===== src/charger_map.vh =====
// Constants shared by the charge sequencer and its input conditioner.
// Assumes one 250 MHz clock; times are kept in their own units here.
`ifndef CHARGER_MAP_VH
`define CHARGER_MAP_VH

// ==========================================================
// Clock and timing
`define CLK_PERIOD_PS 4000
`define DEAD_TIME_PS 50000
`define TEMP_PAUSE_US 800
`define PS_PER_US 1000000

// ==========================================================
// Phase timeouts, in ticks of the timeout sources
`define PREQUAL_TICKS 16'h0040
`define FULL_RATIO 12
`define TOPOFF_RATIO 6
`define FAST_RATIO 12
`define TIMER_WIDTH 20

// ==========================================================
// Comparator input conditioning
`define DEBOUNCE_CYCLES 8
`define CMP_COUNT 10
`define CMP_SUPPLY_MARGIN_LOW 0
`define CMP_OVERVOLTAGE 1
`define CMP_ABOVE_UNDERVOLTAGE 2
`define CMP_AT_REGULATION 3
`define CMP_BELOW_RECHARGE 4
`define CMP_TEMP_OUT_OF_LIMITS 5
`define CMP_CURRENT_BELOW_TENTH 6
`define CMP_INPUT_POWER_GOOD 7
`define CMP_REFERENCE_GOOD 8
`define CMP_BIAS_GOOD 9

// ==========================================================
// Charge level command codes
`define LEVEL_ZERO 2'h0
`define LEVEL_TWENTIETH 2'h1
`define LEVEL_CURRENT_LIMIT 2'h2
`define LEVEL_CONSTANT_VOLTAGE 2'h3

// ==========================================================
// Pin synchroniser bit positions
`define PIN_SHUTDOWN_N 0
`define PIN_PRIMARY_SRC 1
`define PIN_RAPID_SRC 2
`define PIN_PWM_REQUEST 3
`define PIN_CURRENT_ZERO 4
`define PIN_TEMP_MEASURE 5
`define PIN_COUNT 6

`endif


===== src/battery_charge_sequencer.v =====
// Charge sequencer: charge state machine, safety timers, indicators, gate drives.
// Assumes comparator results, timeout oscillators and PWM request come from
// the analog front end asynchronously; the clock MCLK runs at 250 MHz.
//
// Notes on behaviour
// - Reset state on power-up, recharge from done, or input dropout or battery overvoltage in any state but fault.
// - Reset state clears timers, commands zero current, releases all three indicators.
// - Leave reset for prequalification only when power, reference and bias are good.
// - Prequalification: one-twentieth current, primary timeout, rapid indicator low only.
// - Prequalification goes to fast charge once battery exceeds undervoltage threshold.
// - Fast charge: full current limit, rapid-phase timeout, rapid indicator low only.
// - Fast charge goes to full charge when battery reaches regulation voltage.
// - Full charge: constant voltage, primary timeout, constant-voltage indicator low only.
// - Full charge goes to top-off on timeout or current at ten percent.
// - Top-off: constant voltage on primary timeout, all indicators released.
// - Top-off timeout enters done; zero current, indicators released, wait for recharge.
// - Bad temperature in fast or full: zero current, rapid timer frozen, primary timer cleared, indicators kept.
// - Prequalification or fast-charge timeout enters fault; fault indicator low only.
// - Primary timer serves prequal, full and top-off; rapid timer serves fast only.
// - No control exists to disable any timeout.
// - Dead time of 50 ns between one gate turning off and the other on.
// - Low-side drive turns off as soon as inductor current reaches zero.
// - Indicators are open-drain: pull low when asserted, otherwise released.
// - Fault is left only by power cycling or by shutdown.
// - Shutdown holds gates low, floats indicators, restarts at reset with cleared timers.
// - Each temperature measurement holds both gates low for 800 us.
`timescale 1ns/1ps
`default_nettype none
`include "charger_map.vh"

module battery_charge_sequencer #(
  parameter [15:0] PREQUAL_TICKS = `PREQUAL_TICKS,
  parameter TEMP_PAUSE_US = `TEMP_PAUSE_US,
  parameter DEBOUNCE_CYCLES = `DEBOUNCE_CYCLES
) (
  input wire MCLK,
  input wire RST,
  input wire SHUTDOWN_REQUEST_N,
  input wire SUPPLY_MARGIN_LOW,
  input wire BATTERY_OVERVOLTAGE,
  input wire BATTERY_ABOVE_UNDERVOLTAGE,
  input wire BATTERY_AT_REGULATION,
  input wire BATTERY_BELOW_RECHARGE,
  input wire TEMPERATURE_OUT_OF_LIMITS,
  input wire CURRENT_BELOW_TENTH,
  input wire INPUT_POWER_GOOD,
  input wire REFERENCE_GOOD,
  input wire BIAS_GOOD,
  input wire PRIMARY_TIMEOUT_SOURCE,
  input wire RAPID_PHASE_TIMEOUT_SOURCE,
  input wire PWM_HIGH_SIDE_REQUEST,
  input wire INDUCTOR_CURRENT_ZERO,
  input wire TEMPERATURE_MEASURE_START,
  input wire RAPID_PHASE_INDICATOR_N_I,
  input wire CONSTANT_VOLTAGE_INDICATOR_N_I,
  input wire FAULT_INDICATOR_N_I,
  output reg RAPID_PHASE_INDICATOR_N_O,
  output reg RAPID_PHASE_INDICATOR_N_OE,
  output reg CONSTANT_VOLTAGE_INDICATOR_N_O,
  output reg CONSTANT_VOLTAGE_INDICATOR_N_OE,
  output reg FAULT_INDICATOR_N_O,
  output reg FAULT_INDICATOR_N_OE,
  output reg HIGH_SIDE_GATE_DRIVE,
  output reg LOW_SIDE_GATE_DRIVE,
  output reg [1:0] CHARGE_LEVEL,
  output reg [2:0] CHARGE_STATE
);

  // ==========================================================
  // State codes
  localparam [2:0] ST_RESET = 3'h0;
  localparam [2:0] ST_PREQUAL = 3'h1;
  localparam [2:0] ST_FAST = 3'h2;
  localparam [2:0] ST_FULL = 3'h3;
  localparam [2:0] ST_TOPOFF = 3'h4;
  localparam [2:0] ST_DONE = 3'h5;
  localparam [2:0] ST_FAULT = 3'h6;
  localparam [2:0] ST_TEMP_PAUSE = 3'h7;

  // ==========================================================
  // Derived counts; dead time rounds up so it is never short
  localparam integer DEAD_INT = (`DEAD_TIME_PS + `CLK_PERIOD_PS - 1) / `CLK_PERIOD_PS;
  localparam [3:0] DEAD_CYC = DEAD_INT[3:0];
  localparam integer PAUSE_INT = TEMP_PAUSE_US * (`PS_PER_US / `CLK_PERIOD_PS);
  localparam [17:0] PAUSE_CYC = PAUSE_INT[17:0];
  localparam integer PRE_INT = PREQUAL_TICKS;
  localparam integer FULL_INT = PRE_INT * `FULL_RATIO;
  localparam integer TOPOFF_INT = PRE_INT * `TOPOFF_RATIO;
  localparam integer FAST_INT = PRE_INT * `FAST_RATIO;
  localparam [`TIMER_WIDTH-1:0] PRE_LIMIT = PRE_INT[`TIMER_WIDTH-1:0];
  localparam [`TIMER_WIDTH-1:0] FULL_LIMIT = FULL_INT[`TIMER_WIDTH-1:0];
  localparam [`TIMER_WIDTH-1:0] TOPOFF_LIMIT = TOPOFF_INT[`TIMER_WIDTH-1:0];
  localparam [`TIMER_WIDTH-1:0] FAST_LIMIT = FAST_INT[`TIMER_WIDTH-1:0];

  // ==========================================================
  // Comparator conditioning
  wire [`CMP_COUNT-1:0] cmp_raw;
  wire [`CMP_COUNT-1:0] cmp;

  assign cmp_raw = {BIAS_GOOD, REFERENCE_GOOD, INPUT_POWER_GOOD, CURRENT_BELOW_TENTH,
                    TEMPERATURE_OUT_OF_LIMITS, BATTERY_BELOW_RECHARGE, BATTERY_AT_REGULATION,
                    BATTERY_ABOVE_UNDERVOLTAGE, BATTERY_OVERVOLTAGE, SUPPLY_MARGIN_LOW};

  // No transition sees a comparator before it is filtered
  comparator_conditioner #(
    .WIDTH(`CMP_COUNT),
    .DEBOUNCE_CYCLES(DEBOUNCE_CYCLES)
  ) u_cond (
    .clk(MCLK),
    .rst(RST),
    .raw(cmp_raw),
    .clean(cmp)
  );

  // ==========================================================
  // Pin synchronisers for fast or edge-timed inputs
  wire [`PIN_COUNT-1:0] pin_raw;
  reg [`PIN_COUNT-1:0] pin_meta;
  reg [`PIN_COUNT-1:0] pin;
  reg [`PIN_COUNT-1:0] pin_last;

  assign pin_raw = {TEMPERATURE_MEASURE_START, INDUCTOR_CURRENT_ZERO, PWM_HIGH_SIDE_REQUEST,
                    RAPID_PHASE_TIMEOUT_SOURCE, PRIMARY_TIMEOUT_SOURCE, SHUTDOWN_REQUEST_N};

  // Shutdown syncs to idle-released so a reset does not look like shutdown
  always @(posedge MCLK) begin
    if (RST) begin
      pin_meta <= 6'h01;
      pin <= 6'h01;
      pin_last <= 6'h01;
    end else begin
      pin_meta <= pin_raw;
      pin <= pin_meta;
      pin_last <= pin;
    end
  end

  wire shutdown = ~pin[`PIN_SHUTDOWN_N];
  wire primary_tick = pin[`PIN_PRIMARY_SRC] & ~pin_last[`PIN_PRIMARY_SRC];
  wire rapid_tick = pin[`PIN_RAPID_SRC] & ~pin_last[`PIN_RAPID_SRC];
  wire pwm_request = pin[`PIN_PWM_REQUEST];
  wire current_zero = pin[`PIN_CURRENT_ZERO];
  wire measure_start = pin[`PIN_TEMP_MEASURE] & ~pin_last[`PIN_TEMP_MEASURE];

  // ==========================================================
  // Charge state machine
  reg [2:0] state;
  reg [2:0] resume_state;
  reg [2:0] next_state;
  reg [`TIMER_WIDTH-1:0] primary_count;
  reg [`TIMER_WIDTH-1:0] rapid_count;
  reg [`TIMER_WIDTH-1:0] primary_limit;

  wire reset_cause = cmp[`CMP_SUPPLY_MARGIN_LOW] | cmp[`CMP_OVERVOLTAGE];
  wire supplies_good = cmp[`CMP_INPUT_POWER_GOOD] & cmp[`CMP_REFERENCE_GOOD] & cmp[`CMP_BIAS_GOOD];
  wire temp_bad = cmp[`CMP_TEMP_OUT_OF_LIMITS];
  wire primary_expired = (primary_count == primary_limit);
  wire rapid_expired = (rapid_count == FAST_LIMIT);

  // Terminal count of the primary timer follows the phase it times
  always @* begin
    case (state)
      ST_PREQUAL: primary_limit = PRE_LIMIT;
      ST_FULL: primary_limit = FULL_LIMIT;
      ST_TOPOFF: primary_limit = TOPOFF_LIMIT;
      default: primary_limit = PRE_LIMIT;
    endcase
  end

  // Next state; timeouts have no enable, so every timed phase ends
  always @* begin
    next_state = state;
    case (state)
      ST_RESET: begin
        if (supplies_good) begin
          next_state = ST_PREQUAL;
        end
      end
      ST_PREQUAL: begin
        if (cmp[`CMP_ABOVE_UNDERVOLTAGE]) begin
          next_state = ST_FAST;
        end else if (primary_expired) begin
          next_state = ST_FAULT;
        end
      end
      ST_FAST: begin
        if (temp_bad) begin
          next_state = ST_TEMP_PAUSE;
        end else if (cmp[`CMP_AT_REGULATION]) begin
          next_state = ST_FULL;
        end else if (rapid_expired) begin
          next_state = ST_FAULT;
        end
      end
      ST_FULL: begin
        if (temp_bad) begin
          next_state = ST_TEMP_PAUSE;
        end else if (primary_expired | cmp[`CMP_CURRENT_BELOW_TENTH]) begin
          next_state = ST_TOPOFF;
        end
      end
      ST_TOPOFF: begin
        if (primary_expired) begin
          next_state = ST_DONE;
        end
      end
      ST_DONE: begin
        if (cmp[`CMP_BELOW_RECHARGE]) begin
          next_state = ST_RESET;
        end
      end
      ST_TEMP_PAUSE: begin
        if (!temp_bad) begin
          next_state = resume_state;
        end
      end
      ST_FAULT: next_state = ST_FAULT;
      default: next_state = ST_RESET;
    endcase
    // Dropout and overvoltage win over everything except a latched fault
    if (reset_cause && state != ST_FAULT) begin
      next_state = ST_RESET;
    end
  end

  // State register; shutdown forces reset and, with RST, is the only exit from fault
  always @(posedge MCLK) begin
    if (RST || shutdown) begin
      state <= ST_RESET;
      resume_state <= ST_RESET;
    end else begin
      state <= next_state;
      if (next_state == ST_TEMP_PAUSE && state != ST_TEMP_PAUSE) begin
        resume_state <= state;
      end
    end
  end

  // ==========================================================
  // Safety timers: primary cleared on each phase and pause entry, rapid only in reset; both hold during a pause
  always @(posedge MCLK) begin
    if (RST || shutdown || state == ST_RESET) begin
      primary_count <= {`TIMER_WIDTH{1'b0}};
      rapid_count <= {`TIMER_WIDTH{1'b0}};
    end else if (state == ST_TEMP_PAUSE) begin
      primary_count <= primary_count;
      rapid_count <= rapid_count;
    end else begin
      if (next_state != state) begin
        primary_count <= {`TIMER_WIDTH{1'b0}};
      end else if (primary_tick && !primary_expired &&
                   (state == ST_PREQUAL || state == ST_FULL || state == ST_TOPOFF)) begin
        primary_count <= primary_count + {{(`TIMER_WIDTH-1){1'b0}}, 1'b1};
      end
      if (state == ST_FAST && next_state == ST_FAST && rapid_tick && !rapid_expired) begin
        rapid_count <= rapid_count + {{(`TIMER_WIDTH-1){1'b0}}, 1'b1};
      end
    end
  end

  // ==========================================================
  // Charge level and open-drain indicators; enable high pulls the pin low
  always @(posedge MCLK) begin
    if (RST) begin
      CHARGE_LEVEL <= `LEVEL_ZERO;
      CHARGE_STATE <= ST_RESET;
      RAPID_PHASE_INDICATOR_N_O <= 1'b0;
      CONSTANT_VOLTAGE_INDICATOR_N_O <= 1'b0;
      FAULT_INDICATOR_N_O <= 1'b0;
      RAPID_PHASE_INDICATOR_N_OE <= 1'b0;
      CONSTANT_VOLTAGE_INDICATOR_N_OE <= 1'b0;
      FAULT_INDICATOR_N_OE <= 1'b0;
    end else if (shutdown) begin
      CHARGE_LEVEL <= `LEVEL_ZERO;
      CHARGE_STATE <= ST_RESET;
      RAPID_PHASE_INDICATOR_N_OE <= 1'b0;
      CONSTANT_VOLTAGE_INDICATOR_N_OE <= 1'b0;
      FAULT_INDICATOR_N_OE <= 1'b0;
    end else begin
      CHARGE_STATE <= state;
      case (state)
        ST_PREQUAL: begin
          CHARGE_LEVEL <= `LEVEL_TWENTIETH;
          RAPID_PHASE_INDICATOR_N_OE <= 1'b1;
          CONSTANT_VOLTAGE_INDICATOR_N_OE <= 1'b0;
          FAULT_INDICATOR_N_OE <= 1'b0;
        end
        ST_FAST: begin
          CHARGE_LEVEL <= `LEVEL_CURRENT_LIMIT;
          RAPID_PHASE_INDICATOR_N_OE <= 1'b1;
          CONSTANT_VOLTAGE_INDICATOR_N_OE <= 1'b0;
          FAULT_INDICATOR_N_OE <= 1'b0;
        end
        ST_FULL: begin
          CHARGE_LEVEL <= `LEVEL_CONSTANT_VOLTAGE;
          RAPID_PHASE_INDICATOR_N_OE <= 1'b0;
          CONSTANT_VOLTAGE_INDICATOR_N_OE <= 1'b1;
          FAULT_INDICATOR_N_OE <= 1'b0;
        end
        ST_TOPOFF: begin
          CHARGE_LEVEL <= `LEVEL_CONSTANT_VOLTAGE;
          RAPID_PHASE_INDICATOR_N_OE <= 1'b0;
          CONSTANT_VOLTAGE_INDICATOR_N_OE <= 1'b0;
          FAULT_INDICATOR_N_OE <= 1'b0;
        end
        ST_TEMP_PAUSE: begin
          // Indicators keep whatever the paused phase showed
          CHARGE_LEVEL <= `LEVEL_ZERO;
        end
        ST_FAULT: begin
          CHARGE_LEVEL <= `LEVEL_ZERO;
          RAPID_PHASE_INDICATOR_N_OE <= 1'b0;
          CONSTANT_VOLTAGE_INDICATOR_N_OE <= 1'b0;
          FAULT_INDICATOR_N_OE <= 1'b1;
        end
        default: begin
          // Reset and done: no current, everything released
          CHARGE_LEVEL <= `LEVEL_ZERO;
          RAPID_PHASE_INDICATOR_N_OE <= 1'b0;
          CONSTANT_VOLTAGE_INDICATOR_N_OE <= 1'b0;
          FAULT_INDICATOR_N_OE <= 1'b0;
        end
      endcase
    end
  end

  // ==========================================================
  // Temperature measurement pause timer
  reg [17:0] pause_count;

  always @(posedge MCLK) begin
    if (RST || shutdown) begin
      pause_count <= 18'h00000;
    end else if (measure_start) begin
      pause_count <= PAUSE_CYC;
    end else if (pause_count != 18'h00000) begin
      pause_count <= pause_count - 18'h00001;
    end
  end

  // ==========================================================
  // Gate drive sequencing
  reg [3:0] dead_count;
  reg low_side_armed;
  wire charging = (state == ST_PREQUAL || state == ST_FAST || state == ST_FULL || state == ST_TOPOFF);
  wire switch_enable = charging & ~shutdown & (pause_count == 18'h00000) & ~measure_start;
  wire dead_done = (dead_count == 4'h0);

  // Every turn-off reloads the dead-time counter; a turn-on waits for it
  // and for the other switch to be off, so the two never overlap.
  // The low side is armed by a high-side pulse and disarmed at zero
  // current, which keeps it from pulling current back out of the cell.
  always @(posedge MCLK) begin
    if (RST || !switch_enable) begin
      HIGH_SIDE_GATE_DRIVE <= 1'b0;
      LOW_SIDE_GATE_DRIVE <= 1'b0;
      low_side_armed <= 1'b0;
      dead_count <= DEAD_CYC;
    end else begin
      if (!dead_done) begin
        dead_count <= dead_count - 4'h1;
      end
      if (HIGH_SIDE_GATE_DRIVE && !pwm_request) begin
        HIGH_SIDE_GATE_DRIVE <= 1'b0;
        low_side_armed <= 1'b1;
        dead_count <= DEAD_CYC;
      end else if (LOW_SIDE_GATE_DRIVE && (current_zero || pwm_request)) begin
        LOW_SIDE_GATE_DRIVE <= 1'b0;
        low_side_armed <= 1'b0;
        dead_count <= DEAD_CYC;
      end else if (!HIGH_SIDE_GATE_DRIVE && !LOW_SIDE_GATE_DRIVE && dead_done) begin
        if (pwm_request) begin
          HIGH_SIDE_GATE_DRIVE <= 1'b1;
        end else if (low_side_armed && !current_zero) begin
          LOW_SIDE_GATE_DRIVE <= 1'b1;
        end else if (current_zero) begin
          low_side_armed <= 1'b0;
        end
      end
    end
  end

endmodule // battery_charge_sequencer

`default_nettype wire


===== src/comparator_conditioner.v =====
// Synchroniser and debounce filter for the analog comparator results.
// Assumes raw inputs are asynchronous levels; one clock, synchronous reset.
`timescale 1ns/1ps
`default_nettype none
`include "charger_map.vh"

module comparator_conditioner #(
  parameter WIDTH = `CMP_COUNT,
  parameter DEBOUNCE_CYCLES = `DEBOUNCE_CYCLES
) (
  input wire clk,
  input wire rst,
  input wire [WIDTH-1:0] raw,
  output reg [WIDTH-1:0] clean
);

  reg [WIDTH-1:0] meta;
  reg [WIDTH-1:0] stable;

  // ==========================================================
  // Two-flop synchroniser; meta is read by stable alone
  always @(posedge clk) begin
    if (rst) begin
      meta <= {WIDTH{1'b0}};
      stable <= {WIDTH{1'b0}};
    end else begin
      meta <= raw;
      stable <= meta;
    end
  end

  // ==========================================================
  // Per-bit filter: a new level must hold DEBOUNCE_CYCLES before it counts
  genvar i;
  generate
    for (i = 0; i < WIDTH; i = i + 1) begin : g_filter
      reg [7:0] hold;
      always @(posedge clk) begin
        if (rst) begin
          hold <= 8'h00;
          clean[i] <= 1'b0;
        end else if (stable[i] == clean[i]) begin
          hold <= 8'h00;
        end else if (hold == DEBOUNCE_CYCLES[7:0] - 8'h01) begin
          hold <= 8'h00;
          clean[i] <= stable[i];
        end else begin
          hold <= hold + 8'h01;
        end
      end
    end
  endgenerate

endmodule // comparator_conditioner

`default_nettype wire


===== config.mk =====
export PLATFORM = sky130hd
export DESIGN_NAME = battery_charge_sequencer
export DESIGN_NICKNAME = d
export VERILOG_FILES = /design/src/battery_charge_sequencer.v /design/src/comparator_conditioner.v
export VERILOG_INCLUDE_DIRS = /design/src /design/src/src
export SDC_FILE = /design/constraint.sdc
export NUM_CORES = 1
export LEC_CHECK = 0
export BUFFER_PORTS_ARGS = -buffer_cell sky130_fd_sc_hd__buf_2
export CAP_MARGIN = 5
export CORE_ASPECT_RATIO = 0.7
export CORE_MARGIN = 1
export CORE_UTILIZATION = 45
export CTS_CLUSTER_DIAMETER = 60
export DETAILED_ROUTE_END_ITERATION = 16
export SETUP_SLACK_MARGIN = 0.1
export SYNTH_ARGS = -nofsm -noshare
export SYNTH_HDL_FRONTEND = slang
export SYNTH_SLANG_ARGS = --single-unit
export TNS_END_PERCENT = 30

===== constraint.sdc =====
create_clock -name MCLK -period 2.5 [get_ports MCLK]
set_input_delay 0.5 -clock MCLK [delete_from_list [all_inputs] [get_ports MCLK]]
set_output_delay 0.5 -clock MCLK [all_outputs]
set_load 0.02 [all_outputs]

* Yosys cells after proc, flatten, opt, wreduce, memory -nomap -nowiden
Cells that the tools add are included.
Word-level totals: input bits 21, register bits after elaboration 207
Operators by class: reduce and logical (&&, ||, !) cells 69, add/sub/neg operators 14, equal/unequal tests 37, bitwise operators 28, mux-type cells 32
Operator list (number):
- adder 8 x 1 -> 8 bit, second input constant | 10
- == test 8 x 3 -> 1 bit, second input constant | 10
- adder 20 x 1 -> 20 bit, second input constant | 2
- two-way mux 20 bit | 2
- two-way mux 18 bit | 2
- two-way mux 3 bit | 12
- OR reduction 3 bit | 11
- case mux 3 bit (8 select lines) | 1
- AND reduction 2 bit | 12
- == test 20 x 10 -> 1 bit, second input constant | 1
- == test 20 bit | 1
- case mux 10 bit (2 select lines) | 1
- logical NOT 18 bit | 1
- inverter 1 bit | 18
- nonzero test 18 bit | 1
- subtractor 18 x 1 -> 18 bit, second input constant | 1
- == test 3 bit, second input constant | 5
- logical AND 1 bit | 12
- == test 1 bit | 10
- two-way mux 1 bit | 10
- OR reduction 2 bit | 5
- == test 3 x 2 -> 1 bit, second input constant | 3
- logical OR 1 bit | 9
- inequality test 3 bit, second input constant | 3
- 16 further kinds | 37

* Longest topological paths before layout
depth in word-level cells 13, depth in mapped cells 11

* Cells and area by module
A second synthesis with hierarchy kept.
Unflattened totals: cells, all modules 1007, area total of the unflattened synthesis 9003.6 sq um
Modules (own cells, without submodules):
- battery_charge_sequencer | instances 1, area an instance 4662.0 sq um, cells an instance 558, seq. area each 1881.8 sq um
- comparator_conditioner | instances 1, area an instance 4341.7 sq um, cells an instance 449, seq. area each 2202.1 sq um

* Worst setup path after synthesis
No wires, ideal clock.
path type flip-flop to flip-flop, start register state[0], end register primary_count[7], arrival time 2298 ps, setup slack 75 ps, cell stages (with the launch flop) 11, period minus slack after synthesis 2425 ps, required time 2372 ps, path buffers 2, cells stage by stage dfxtp_1 > buf_6 > or3b_4 > a21oi_2 > o2111a_2 > o22ai_2 > o21ba_4 > o2111a_4 > buf_6 > a32oi_1 > o31ai_2
On the way: cells in the longest elaborated chain, start to end 11, elaborated cells between the ends (all ways) 37, classes of those cells eq/ne: 10; mux: 15; bitwise: 2; reduce/logical: 10
Ends and longest elaborated chain:
- from (decl) | RTL line battery_charge_sequencer.v:147 | reg [2:0] state;
- from (signal assigned) | RTL line battery_charge_sequencer.v:232 | state <= next_state;
- == test 3 bit / == test 3 x 2 -> 1 bit (equally long branches) | RTL line battery_charge_sequencer.v:162, battery_charge_sequencer.v:173, battery_charge_sequencer.v:252
- case mux 10 bit (2 select lines) | RTL line battery_charge_sequencer.v:162 | case (state)
- == test 20 bit | RTL line battery_charge_sequencer.v:157 | wire primary_expired = (primary_count == primary_limit);
- OR 1 bit | RTL line battery_charge_sequencer.v:198 | end else if (primary_expired | cmp[`CMP_CURRENT_BELOW_TENTH]) begin
- two-way mux 3 bit | RTL line battery_charge_sequencer.v:198
- two-way mux 3 bit | RTL line battery_charge_sequencer.v:196 | if (temp_bad) begin
- case mux 3 bit (8 select lines) | RTL line battery_charge_sequencer.v:173 | case (state)
- two-way mux 3 bit | RTL line battery_charge_sequencer.v:221 | if (reset_cause && state != ST_FAULT) begin
- inequality test 3 bit | RTL line battery_charge_sequencer.v:249 | if (next_state != state) begin
- nonzero test 2 bit (no line)
- AND reduction 2 bit (no line)
- to (signal assigned) | RTL line battery_charge_sequencer.v:246 | primary_count <= primary_count;
- to (signal assigned) | RTL line battery_charge_sequencer.v:250 | primary_count <= {`TIMER_WIDTH{1'b0}};
- to (signal assigned) | RTL line battery_charge_sequencer.v:253 | primary_count <= primary_count + {{(`TIMER_WIDTH-1){1'b0}}, 1'b1};
- to (decl) | RTL line battery_charge_sequencer.v:150 | reg [`TIMER_WIDTH-1:0] primary_count;
Parallel ways exist; a longest one is shown, timed or not. A chain may end at the register's enable or synchronous reset.

* Final worst setup path
start register state[0], end register primary_count[19]
Same word-level chain as after synthesis.

==> impl_metrics.csv <==
group,metric,value,unit
global_routing,antenna_found_initial,0,
yosys,netlist_instances,1016,
critical_path,worstSetupStartpointType,"register",
timing,fin_worst_skew,0.0221,ns
route,routedWlPerCell,13.3,microns
hold_path,hp-class,"input port to register",
timing,period_minus_slack,2.51,ns
global_routing,grt_pass1_wl,31300,microns
hold_path,min_path_cells,2,
timing,clock.fmax,398,MHz
timing,finalSetupViolCount,2,
pwr,finalPower,7.81,mW
job,maxCapViolCount,0,
pwr,max-vdd-ir-drop,0.685,mV
clock_network,cts_buffers,21,
yosys,synth_ff_type,"dfxtp_1",
route,drtPass1Iterations,8,
yosys,syn_area,8900,sq um
cells_and_area,multiInputGateArea,4780,sq um
timing,maxSlewHeadroom,30.0,%
global_routing,grt-ovfl-total,0,
placed_design,hpwl,12600,microns
floorplanning,die_w,170,microns
route,avgViaCountPerCell,5.10,
yosys,syn_avg_cell_area,8.76,sq um
floorplanning,start_util,46.5,%
route,wirelength,18300,microns
route,ant_nets,0,
yosys,ys_types,67,
cells_and_area,fin_nets,1135,
cells_and_area,drive_above_1_share,18.0,%
critical_path,required,2.91,ns
global_routing,first_global_vias,6418,
timing,hold_violations,0,
critical_path,cp.arrival,2.92,ns
timing,finalCritPeriodShare,100,%
route,drtIter0Drc,494,
clock_network,cts_buffer_depth,3,
timing,tightest_slew,1.05,ns
clock_network,clk_pin_slew,0.06,ns
yosys,synth_edf_count,0,
cells_and_area,diodes,0,
placed_design,io_buffers,27,
floorplanning,io_pins,34,
pwr,power_density,721,nW/um^2
timing,maxSlewViolCount,0,
route,num_vias,7019,
floorplanning,dieArea,20400,sq um
run_status,violations,"negative setup slack",
floorplanning,die_h,120,microns
placed_design,place_congestion,0.869,
critical_path,end_kind,"register",
floorplanning,core_area,19100,sq um
yosys,seq_area_frac_synth,45.9,%
pwr,leakage,4.23,nW
clock_network,hold_buffers,0,
run_status,outcome,"finished with violations",
floorplanning,num_rows,42,
critical_path,ff2ff_path_depth,10,
clock_network,cts_tree,"yes",
cells_and_area,fillerInstances,1760,
yosys,async_flop_share,0,%
timing,hold_ws,0.201,ns
clock_network,clock_latency,0.50,ns
timing,finalWorstSetupSlack,-0.0112,ns
clock_network,htreeDepth,1,
route,drc_errors,0,
clock_network,cts_sinks,204,
critical_path,critPathMaxFanout,7,
yosys,ys_ff_latch,204,
cells_and_area,areaGrowthSynthToFinish,21.6,%
timing,rsz0062_at_grt,"true",
yosys,yosysWarnings,0,
clock_network,root_buffer,"clkbuf_16",
global_routing,grt_max_degree,57,
cells_and_area,seqCellArea,4090,sq um
global_routing,grt_use_total,18.6,%
critical_path,path_class,"register to register",
## repair_timing
action                                  in CTS  in global routing
pin swaps                                   12                 14
endpoints found under the setup margin      41                 45
gates resized for setup                     42                 16
gates cloned                                 1                  1
setup buffers                                4                  0
## state kept, by name, indices dropped and copies added, names as in the netlist
name	cells
LOW_SIDE_GATE_DRIVE	1
CONSTANT_VOLTAGE_INDICATOR_N_OE	1
dead_count	4
FAULT_INDICATOR_N_OE	1
pin	6
u_cond.clean	10
resume_state	3
CHARGE_STATE	3
low_side_armed	1
u_cond.stable	10
pin_meta	6
u_cond.meta	10
state	3
rapid_count	20
CHARGE_LEVEL	2
pin_last	3
pause_count	18
HIGH_SIDE_GATE_DRIVE	1
primary_count	20
RAPID_PHASE_INDICATOR_N_OE	1
u_cond.g_filter.hold	80
## synth_stat cells (all sizes together) (25+ instances only)
library cell | count | area share [%]
a31oi | 25 | 1.8
and3 | 35 | 2.5
clkbuf | 31 | 1.3
dfxtp | 204 | 46
inv | 32 | 1.3
nand2 | 60 | 2.6
nand3 | 73 | 4.1
nor2 | 165 | 7.0
nor2b | 41 | 2.9
nor3 | 27 | 1.7
xnor2 | 40 | 3.9
xor2 | 58 | 5.7
## report_power, final
| part | switching, mW | leakage (nW) | internal, mW | total [mW] |
|---|---|---|---|---|
| clock | 1.28 | 0.363 | 2.08 | 3.36 |
| sequential | 0.119 | 1.66 | 3.40 | 3.52 |
| combinational | 0.491 | 2.21 | 0.430 | 0.921 |
| total | 1.89 | 4.23 | 5.91 | 7.81 |
## worst max-delay path: stages (launching register included)
cell and delay (ns):
dfxtp_2 0.33, or3b_4 0.42, and4b_1 0.24, o2111ai_2 0.22
a211oi_2 0.07, buf_4 0.17, o31ai_4 0.18, o2111a_4 0.36
buf_4 0.15, nand2_1 0.11, o22ai_1 0.18
## cell usage in the layout, fill, tap and decap left out, types with 16 or more instances in the layout
cell type,instances
nor2_1,164
nor3_1,21
nand3_1,72
nand2b_1,16
nor2b_1,41
a21oi_1,20
nand4_1,16
a31oi_1,24
xnor2_1,39
buf_2,27
clkbuf_16,22
mux2i_1,17
and3_1,35
buf_4,64
dfxtp_1,200
xor2_1,57
inv_1,29
nand2_1,59
ha_1,16
## stage by stage
stage / instance area [sq um] / instances / setup WS (ns) / setup TNS [ns] / utilization, %
after global routing: 10800 / 1375 / -0.116 / -1.87 / 56.6
after floorplan: 8910 / 1018 / 0.0752 / 0 / -
final: 10800 / 1375 / -0.0112 / -0.0197 / 56.6
after CTS: 10700 / 1374 / 0.0137 / 0 / 56.0
after detailed placement: 9700 / 1332 / -0.156 / -0.976 / 50.7
after global placement: 9700 / 1332 / -0.103 / -0.600 / 50.7
## kinds of logic (layout without fill, tap and decap cells)
family                     count (synthesis)  after routing  share of synthesized area, %
DFF                                      204            204                          45.9
buffers and inverters                     74            167                          3.61
adders and majority gates                 17             17                          2.39
muxes                                     18             18                          2.04
other                                      1              3                        0.0421
and+or+nand+nor                          498            498                          28.2
xor gates and xnor gates                  98             98                          9.64
AOI/OAI and AO/OA                        106            106                          8.22
## per-layer routing
metal / global-route usage, % / vias up / routed length [microns]
li1: - / 3645 / -
met1: 28.2 / 3180 / 9640
met2: 26.9 / 165 / 7220
met3: 3.20 / 29 / 1030
met4: 4.95 / 0 / 403
met5: 0 / - / 0
## cell type report
class,count,share of cell area (%)
Timing Repair Buffer,98,6.94
Clock inverter,10,1.50
Inverter,32,1.11
Clock buffer,27,5.43
Sequential cell,204,37.8
Multi-Input combinational cell,740,44.2
Tap cell,264,3.05
## path summary, 6_finish.rpt
kind	endpoint	slack [ns]	from
setup / recovery	primary_count[19]	-0.01	state[0]
hold / removal	pin_meta[0]	0.20	SHUTDOWN_REQUEST_N
setup reg to reg	primary_count[19]	-0.01	state[0]
hold reg to reg	pin[5]	0.43	pin_meta[5]
(Power assumes the default switching activity.)
